===== config.mk =====
export PLATFORM = sky130hd
export DESIGN_NAME = watchdog_timer
export DESIGN_NICKNAME = d
export VERILOG_FILES = /design/src/verilog/watchdog_pkg.sv /design/src/verilog/watchdog_timer.sv
export VERILOG_INCLUDE_DIRS = /design/src /design/src/verilog
export SDC_FILE = /design/constraint.sdc
export NUM_CORES = 1
export LEC_CHECK = 0
export BUFFER_PORTS_ARGS = -buffer_cell sky130_fd_sc_hd__clkbuf_2
export CORE_UTILIZATION = 34
export CTS_CLUSTER_SIZE = 30
export DETAILED_ROUTE_END_ITERATION = 10
export SETUP_SLACK_MARGIN = 0.15
export SLEW_MARGIN = 15
export SYNTH_ARGS = -nofsm -noshare
export SYNTH_HDL_FRONTEND = slang
export SYNTH_SLANG_ARGS = --single-unit

===== constraint.sdc =====
create_clock -name mclk -period 6.2 [get_ports mclk]
set_clock_uncertainty 0.2 [all_clocks]
set_input_delay 0.62 -clock mclk [delete_from_list [all_inputs] [get_ports mclk]]
set_output_delay 0.62 -clock mclk [all_outputs]
set_load 0.005 [all_outputs]

===== src/verilog/watchdog_consts.svh =====
`ifndef WATCHDOG_CONSTS_SVH
`define WATCHDOG_CONSTS_SVH

// ***************************************
// register map (byte addresses)
// ***************************************
`define WD_CONTROL_ADDR     4'h0
`define WD_OPTION_ADDR      4'h4
`define WD_STATUS_ADDR      4'h8
`define WD_SYSCTL_ADDR      4'hC

// ***************************************
// control register fields and reset values
// ***************************************
`define WD_SOFT_ON_BIT      0
`define WD_PS_LSB           1
`define WD_PS_MSB           4
`define WD_CONTROL_RESET    8'h08
`define WD_CONTROL_MASK     8'h1F
`define WD_PS_MAX           4'hB
`define WD_OPTION_RESET     8'hFF
`define WD_ASSIGN_BIT       3

// ***************************************
// status fields (1 = set)
// ***************************************
`define WD_PD_BIT           0
`define WD_TO_BIT           1
`define WD_ASLEEP_BIT       2
`define WD_OST_BIT          3
`define WD_STATUS_RESET     8'h03

// ***************************************
// system control fields
// ***************************************
`define WD_CLEAR_WATCH_INSTR_BIT       0
`define WD_SLEEP_BIT        1
`define WD_WAKE_BIT         2
`define WD_CRYSTAL_BIT      3

// ***************************************
// timing
// ***************************************
`define WD_SYS_HZ           25000000
`define WD_SLOW_HZ          31000
`define WD_SLOW_DIV         ((`WD_SYS_HZ + `WD_SLOW_HZ - 1) / `WD_SLOW_HZ)
`define WD_OST_CYCLES       1024

`endif


===== src/verilog/watchdog_pkg.sv =====
package watchdog_pkg;
	typedef struct packed {
		logic        cyc;
		logic        stb;
		logic        we;
		logic [3:0]  adr;
		logic [3:0]  sel;
		logic [31:0] dat;
	} wb_req_t;

	typedef struct packed {
		logic        ack;
		logic [31:0] dat;
	} wb_rsp_t;

	typedef enum logic [1:0] {
		ST_RUN,
		ST_ASLEEP,
		ST_OST
	} power_state_t;
endpackage


===== src/verilog/watchdog_timer.sv =====
`timescale 1ns/1ps
// Overview of operation
// - watchdog counts 31 kHz ticks divided down from the system clock mclk.
// - dedicated 16-bit prescaler, ratio chosen by period_select.
// - optional shared 8-bit prescaler chosen by prescaler_assign and shared_prescale_ratio.
// - total time-out range runs from about 1 ms to 541 seconds.
// - period_select 0 gives 1:32, doubling each step to 1:65536; 12-15 reserved.
// - reset loads period_select 0100, soft enable 0 and option_settings FF (shared 1:256 assigned), about 4.2 s.
// - soft_watch_on in bit 0 turns watchdog on, resets to 0.
// - fuse_watch_on set means always running, soft bit ignored.
// - fuse clear lets the soft bit start and stop the watchdog.
// - count cleared by clear instruction, oscillator failure, or disabled watchdog.
// - wake with non-crystal clock clears the watchdog count.
// - wake with crystal clock holds count clear until start-up count ends.
// - start-up counter running holds watchdog in reset; resumes after expiry.
// - slow oscillator stable indication unaffected by watchdog use.
// - power-down entered only by the sleep instruction.
// - sleep entry clears count; watchdog keeps running asleep.
// - sleep entry clears powered_down_flag and sets timeout_flag.
// - asleep, main oscillator driver off and I/O drive state frozen.
// - watchdog reset is internal, requested on device_reset_req.
// - time-out while asleep wakes the device and clears timeout_flag.
// - every wake-up from sleep clears the watchdog count.
`include "watchdog_consts.svh"

module watchdog_timer (
	input  wire logic                  mclk,
	input  wire logic                  rst,
	input  wire watchdog_pkg::wb_req_t wb_req,
	output watchdog_pkg::wb_rsp_t      wb_rsp,
	input  wire logic                  fuse_watch_on,
	input  wire logic                  osc_fail,
	input  wire logic                  slow_osc_ready,
	input  wire logic                  irq_wake,
	input  wire logic [7:0]            io_out_live,
	input  wire logic [7:0]            io_oe_live,
	output logic                       device_reset_req,
	output logic                       main_osc_on,
	output logic                       slow_osc_stable,
	output logic [7:0]                 io_out,
	output logic [7:0]                 io_oe,
	output logic                       asleep
);
	import watchdog_pkg::*;

	// ***************************************
	// registers
	// ***************************************
	logic [7:0]   watchdog_control;
	logic [7:0]   option_settings;
	logic         powered_down_flag;
	logic         timeout_flag;
	logic         crystal_mode;
	power_state_t pstate;
	logic [9:0]   slow_div;
	logic         slow_tick;
	logic [7:0]   shared_pre;
	logic [15:0]  wd_pre;
	logic [7:0]   wd_post;
	logic [10:0]  ost_count;
	logic         ack;
	logic         wd_pre_done;
	logic         wd_post_done;

	// ***************************************
	// bus decode
	// ***************************************
	wire        bus_req     = wb_req.cyc & wb_req.stb & ~ack;
	wire        bus_wr      = bus_req & wb_req.we & wb_req.sel[0];
	wire        wr_control  = bus_wr & (wb_req.adr == `WD_CONTROL_ADDR);
	wire        wr_option   = bus_wr & (wb_req.adr == `WD_OPTION_ADDR);
	wire        wr_sysctl   = bus_wr & (wb_req.adr == `WD_SYSCTL_ADDR);
	wire        clear_instr = wr_sysctl & wb_req.dat[`WD_CLEAR_WATCH_INSTR_BIT];
	wire        sleep_instr = wr_sysctl & wb_req.dat[`WD_SLEEP_BIT];
	wire        soft_wake   = wr_sysctl & wb_req.dat[`WD_WAKE_BIT];
	wire        crystal_wr  = wb_req.dat[`WD_CRYSTAL_BIT];
	wire [7:0]  status_view = {4'h0, pstate == ST_OST, pstate != ST_RUN, timeout_flag, powered_down_flag};
	wire [7:0]  read_mux    = (wb_req.adr == `WD_CONTROL_ADDR) ? watchdog_control :
	                          (wb_req.adr == `WD_OPTION_ADDR)  ? option_settings :
	                          (wb_req.adr == `WD_STATUS_ADDR)  ? status_view :
	                          (wb_req.adr == `WD_SYSCTL_ADDR)  ? {7'h00, crystal_mode} << `WD_CRYSTAL_BIT :
	                          8'h00;

	// ***************************************
	// enable and clear conditions
	// ***************************************
	wire        soft_watch_on = watchdog_control[`WD_SOFT_ON_BIT];
	wire [3:0]  period_select = watchdog_control[`WD_PS_MSB:`WD_PS_LSB];
	wire        prescaler_assign = option_settings[`WD_ASSIGN_BIT];
	wire [2:0]  shared_prescale_ratio = option_settings[2:0];
	wire        wd_enabled    = fuse_watch_on | soft_watch_on;
	wire        is_asleep     = (pstate == ST_ASLEEP);
	wire        in_ost        = (pstate == ST_OST);
	wire        wd_expired    = wd_enabled & ~in_ost & (wd_post_done & wd_pre_done) & slow_tick;
	wire        wake_event    = is_asleep & (irq_wake | soft_wake | wd_expired);
	wire        sleep_entry   = (pstate == ST_RUN) & sleep_instr;
	wire        wd_clear      = ~wd_enabled | clear_instr | osc_fail | sleep_entry |
	                            wake_event | in_ost | (wd_expired & ~is_asleep);

	// ***************************************
	// time-out detection
	// ***************************************
	// dedicated prescaler tap: 1:32 << period_select
	wire [4:0]  pre_bit       = (period_select > `WD_PS_MAX) ? 5'h0F : 5'(period_select) + 5'h04;
	wire [15:0] pre_mask      = 16'((17'h00002 << pre_bit) - 17'h00001);
	assign wd_pre_done = ((wd_pre & pre_mask) == pre_mask);
	wire [7:0]  post_mask     = prescaler_assign ?
	                            8'((9'h002 << shared_prescale_ratio) - 9'h001) : 8'h00;
	assign wd_post_done = ((wd_post & post_mask) == post_mask);

	// ***************************************
	// slow oscillator tick
	// ***************************************
	always_ff @(posedge mclk) begin
		if (rst) begin
			slow_div  <= 10'h000;
			slow_tick <= 1'b0;
		end else begin
			slow_tick <= (slow_div == 10'(`WD_SLOW_DIV - 1));
			slow_div  <= (slow_div == 10'(`WD_SLOW_DIV - 1)) ? 10'h000 : slow_div + 10'h001;
		end
	end

	// ***************************************
	// watchdog counters
	// ***************************************
	always_ff @(posedge mclk) begin
		if (rst) begin
			wd_pre  <= 16'h0000;
			wd_post <= 8'h00;
		end else if (wd_clear) begin
			wd_pre  <= 16'h0000;
			wd_post <= 8'h00;
		end else if (slow_tick) begin
			wd_pre  <= wd_pre + 16'h0001;
			if (wd_pre_done)
				wd_post <= wd_post + 8'h01;
		end
	end

	// shared prescaler only matters when assigned here
	always_ff @(posedge mclk) begin
		if (rst)
			shared_pre <= 8'h00;
		else
			shared_pre <= wd_post;
	end

	// ***************************************
	// registers
	// ***************************************
	always_ff @(posedge mclk) begin
		if (rst) begin
			watchdog_control <= `WD_CONTROL_RESET;
			option_settings  <= `WD_OPTION_RESET;
			crystal_mode     <= 1'b0;
		end else begin
			if (wr_control)
				watchdog_control <= wb_req.dat[7:0] & `WD_CONTROL_MASK;
			if (wr_option)
				option_settings <= wb_req.dat[7:0];
			if (wr_sysctl)
				crystal_mode <= crystal_wr;
		end
	end

	// ***************************************
	// power state
	// ***************************************
	always_ff @(posedge mclk) begin
		if (rst) begin
			pstate            <= ST_RUN;
			ost_count         <= 11'h000;
			powered_down_flag <= 1'b1;
			timeout_flag      <= 1'b1;
		end else begin
			case (pstate)
				ST_RUN: begin
					if (sleep_entry) begin
						pstate            <= ST_ASLEEP;
						powered_down_flag <= 1'b0;
						timeout_flag      <= 1'b1;
					end else if (wd_expired) begin
						timeout_flag <= 1'b0;
					end
				end
				ST_ASLEEP: begin
					if (wake_event) begin
						if (wd_expired)
							timeout_flag <= 1'b0;
						ost_count <= 11'h000;
						pstate    <= crystal_mode ? ST_OST : ST_RUN;
					end
				end
				ST_OST: begin
					ost_count <= ost_count + 11'h001;
					if (ost_count == 11'(`WD_OST_CYCLES - 1))
						pstate <= ST_RUN;
				end
				default: pstate <= ST_RUN;
			endcase
		end
	end

	// ***************************************
	// outputs
	// ***************************************
	always_ff @(posedge mclk) begin
		if (rst) begin
			device_reset_req <= 1'b0;
			main_osc_on      <= 1'b1;
			slow_osc_stable  <= 1'b0;
			io_out           <= 8'h00;
			io_oe            <= 8'h00;
			asleep           <= 1'b0;
			ack              <= 1'b0;
			wb_rsp           <= '0;
		end else begin
			device_reset_req <= wd_expired & (pstate == ST_RUN) & ~sleep_entry;
			main_osc_on      <= ~(is_asleep & ~wake_event) & ~sleep_entry;
			slow_osc_stable  <= slow_osc_ready;
			asleep           <= (is_asleep & ~wake_event) | sleep_entry;
			if (~(is_asleep | sleep_entry)) begin
				io_out <= io_out_live;
				io_oe  <= io_oe_live;
			end
			ack        <= bus_req;
			wb_rsp.ack <= bus_req;
			wb_rsp.dat <= bus_req ? {24'h000000, read_mux} : 32'h00000000;
		end
	end
endmodule


==> key figures <==
Clock network
  • Clock-pin slew on the worst setup and hold paths: 0.07 ns
  • H-tree levels: 3
  • Post_cts resized: 0
  • CTS Sinks: 93
  • CTS tree: built
  • Post-CTS setup-driven buffer insertion count: 0
  • Hold buffer count at CTS: 0
  • Clk root buf: clkbuf_16
  • CTS buffer count: 9
  • Longest Clk Path Bufs: 2
  • Worst-Skew Late Latency: 0.35 ns

Floorplanning
  • Row count: 41
  • Core box area: 12600 sq um
  • Die height: 116 um
  • Starting Density: 34.8%
  • I/O Pins: 118
  • Die area: 13400 sq um
  • Die width: 116 um

Cells and area
  • Fin util: 39.8%
  • # nets final: 628
  • Share of cells above drive strength 1: 16.5%
  • Filler cell count: 1339
  • Antenna diode count: 0
  • Syn-to-layout area delta: 14.5%

Power
  • Lkg Pwr: 1.93 nW
  • Clock share of power: 43.4%
  • Max IR drop VDD: 0.187 mV
  • NetSw: 0.000278 W
  • Switch share: 23.5%
  • Overall power: 0.00118 W
  • Power Density: 235 nW/um^2
  • Logic pwr share: 5.0%
  • Seq pwr share: 51.7%
  • P_int: 0.000905 W

Logic synthesis
  • Compound-gate portion of the synthesized area: 12.5%
  • Number of flops mapped to enable cells by yosys: 0
  • Area share of fa/ha/maj cells after synthesis: 1.71%
  • Async set-reset flop share out of synthesis: 0%
  • Gate Count Post-Synth: 502
  • Post-synthesis sequential area ratio: 42.4%
  • Synth unique cells: 59
  • Synth Warn #: 0
  • Synth Register Bits: 93
  • Post-Synth Simple-Gate Area: 23.9%
  • Synth Flop Type: dfxtp_1
  • Post-Syn Area: 4390 sq um
  • Synthesized area per cell: 8.74 sq um
  • Largest family of logic cells by synthesized area: simple AND/OR/NAND/NOR gates
  • Proportion of synthesized area in mux cells: 5.70%
  • Synth Area in XOR/XNOR: 5.59%

Worst setup path
  • CP bufs+invs: 0
  • Cell count along the critical path: 6
  • Reg2Reg Setup Slack: 2.88 ns
  • CP peak stage delay: 1.02 ns
  • Crit path to: wd_pre[14]
  • R2R Path End: wd_pre[14]
  • CP arrival: 3.32 ns
  • CP startpoint: watchdog_control[4]
  • Crit. End Element: flip-flop
  • Startpoint class of the critical path: flip-flop
  • Critical-path cell list: nor4b_2 > o32ai_1 > nor4_1 > nand4b_2 > o21bai_2 > nor2_1
  • WS Path Type: flip-flop to flip-flop
  • Worst-case reg-to-reg path depth: 6
  • Launch point of the worst reg-to-reg path: watchdog_control[4]
  • Cell family with most CP delay: simple AND/OR/NAND/NOR gates
  • Critical path fanouts, max: 26
  • WP data required: 6.20 ns
  • Slowest stage cell, crit path: o21bai_2

STA
  • Relative slew margins: 33.9%
  • Slew @ Worst Pin: 0.991 ns
  • Slew Limit Fails: 0
  • Number of setup violations in the final report: 0
  • Fin crit period: 3.32 ns
  • Unrepaired setup endpoints after global routing: no
  • Max frequency: 301 MHz
  • Post-Route Setup TNS: 0 ns
  • Final Hold Vio Count: 0
  • Fin worst setup slack: 2.88 ns
  • Worst hold margin: 0.257 ns
  • Final worst-path cycle share: 53.6%

Run
  • Total of max-cap violations: 0

Placed design
  • Worst slack after detailed placement: 2.84 ns
  • PortBufs: 66
  • HPWL Detailed: 6.58 mm
  • GP Congestion: 0.828

GRT
  • Grt ovf: 0
  • First-pass GRT wire length: 15.8 mm
  • Vias in the first global route: 3354
  • Initial antenna violation count: 0
  • Largest net degree at the start of global routing: 57
  • Tot GR Track Use: 15.2%

Route
  • Drt first-iter violations: 183
  • DRC: 0
  • DRT Wirelength: 9.21 mm
  • Via/cell ratio: 4.92
  • Final ANT Viol Nets: 0
  • Pre-antenna DRT Iters: 4
  • Routed vias: 3611
  • Post-DR wirelength/cell: 12.6 um

Status
  • Outcome: complete, no violations

Hold path
  • HP Class: flip-flop to flip-flop
-- Yosys cell counts, types with 8 or more instances --
master / number / share of area, %
or4_1: 8 / 1.4
nor2_1: 81 / 6.9
nand4_1: 9 / 1.3
a211o_1: 9 / 1.8
nor3_1: 10 / 1.1
nand3_1: 15 / 1.7
and3_1: 9 / 1.3
a21oi_1: 19 / 2.2
o21ai_0: 9 / 1.0
inv_1: 18 / 1.5
buf_4: 27 / 4.6
mux2i_1: 25 / 5.7
nand2_1: 31 / 2.7
clkbuf_1: 14 / 1.2
xor2_1: 14 / 2.8
xnor2_1: 14 / 2.8
dfxtp_1: 93 / 42
-- sequential cells by signal (all words and copies together) (netlist names) --
signal,count
ack,1
asleep,1
crystal_mode,1
device_reset_req,1
io_oe,8
io_out,8
main_osc_on,1
option_settings,8
ost_count,11
powered_down_flag,1
pstate,2
slow_div,10
slow_osc_stable,1
slow_tick,1
timeout_flag,1
watchdog_control,5
wb_rsp,8
wd_post,8
wd_pre,16
-- metrics by stage --
step                      instances  area, sq um
after detailed placement        718         4750
after global placement          718         4750
final                           734         5020
after floorplan                 526         4480
after global routing            734         5020
after CTS                       734         5020
-- cell usage in the layout (no fill, tap or decap), types with 3 or more instances in the layout --
cell       netlist  final
a211o_1          9      9
a211oi_1         3      3
a21oi_1         19     19
and2_1           4      4
and3_1           9      9
clkbuf_16        0      9
clkbuf_2         0     66
conb_1           2     26
dfxtp_1         93     93
ha_1             6      6
inv_1           18     18
mux2i_1         25     25
nand2_1         31     31
nand2b_1         4      4
nand3_1         15     15
nand3b_1         3      3
nand4_1          9      9
nor2_1          81     81
nor2b_1          6      6
nor3_1          10     10
nor4_1           5      5
o211a_1          3      3
o21ai_0          9      9
o221ai_1         3      3
o31ai_1          6      6
o32ai_1          4      4
or2_2            4      4
or3_1            6      6
or4_1            8      8
xnor2_1         14     14
xor2_1          14     14
-- worst min-delay path by stage --
stage	start	to	slack, ns	depth (start not counted)
floorplan	option_settings[5]	option_settings[5]	0.23	1
global placement	option_settings[6]	option_settings[6]	0.24	1
detailed placement	option_settings[5]	option_settings[5]	0.24	1
CTS	option_settings[5]	option_settings[5]	0.26	1
global route	option_settings[5]	option_settings[5]	0.28	1
finish	option_settings[5]	option_settings[5]	0.26	1
-- area by class of cell --
| type | instances | area [sq um] | area share (%) |
|---|---|---|---|
| clock inverters | 6 | 46.3 | 0.922 |
| clock buffers | 10 | 229 | 4.56 |
| repair buffers | 67 | 338 | 6.73 |
| flip-flops and latches | 93 | 1860 | 37.1 |
| well taps | 172 | 215 | 4.28 |
| multi-input cells | 368 | 2260 | 45.1 |
| inverters | 18 | 67.6 | 1.35 |
-- power by group through the flow --
stage	Sequential, W	Clock [W]	Combinational (W)
final	0.000611	0.000513	0.0000585
after global routing	0.000612	0.000557	0.0000666
after CTS	0.000611	0.000533	0.0000586
after detailed placement	0.000625	0	0.0000583
after global placement	0.000624	0	0.0000570
after floorplan	0.000624	0	0.0000433
-- per-layer routing --
metal	up-vias	global-route usage (%)	share of wire, %
li1	1818	-	-
met1	1714	18.1	45
met2	64	25.3	48
met3	15	3.82	3.7
met4	0	7.62	2.7
met5	-	0	0
-- cells by family after synthesis --
| family | after synthesis |
|---|---|
| AO/OA/AOI/OAI | 77 |
| XOR/XNOR | 28 |
| adder cells (fa/ha/maj) | 6 |
| buffers and inverters | 65 |
| flip-flops | 93 |
| multiplexers | 25 |
| other | 2 |
| AND/OR/NAND/NOR | 206 |
(Power assumes the default switching activity.)
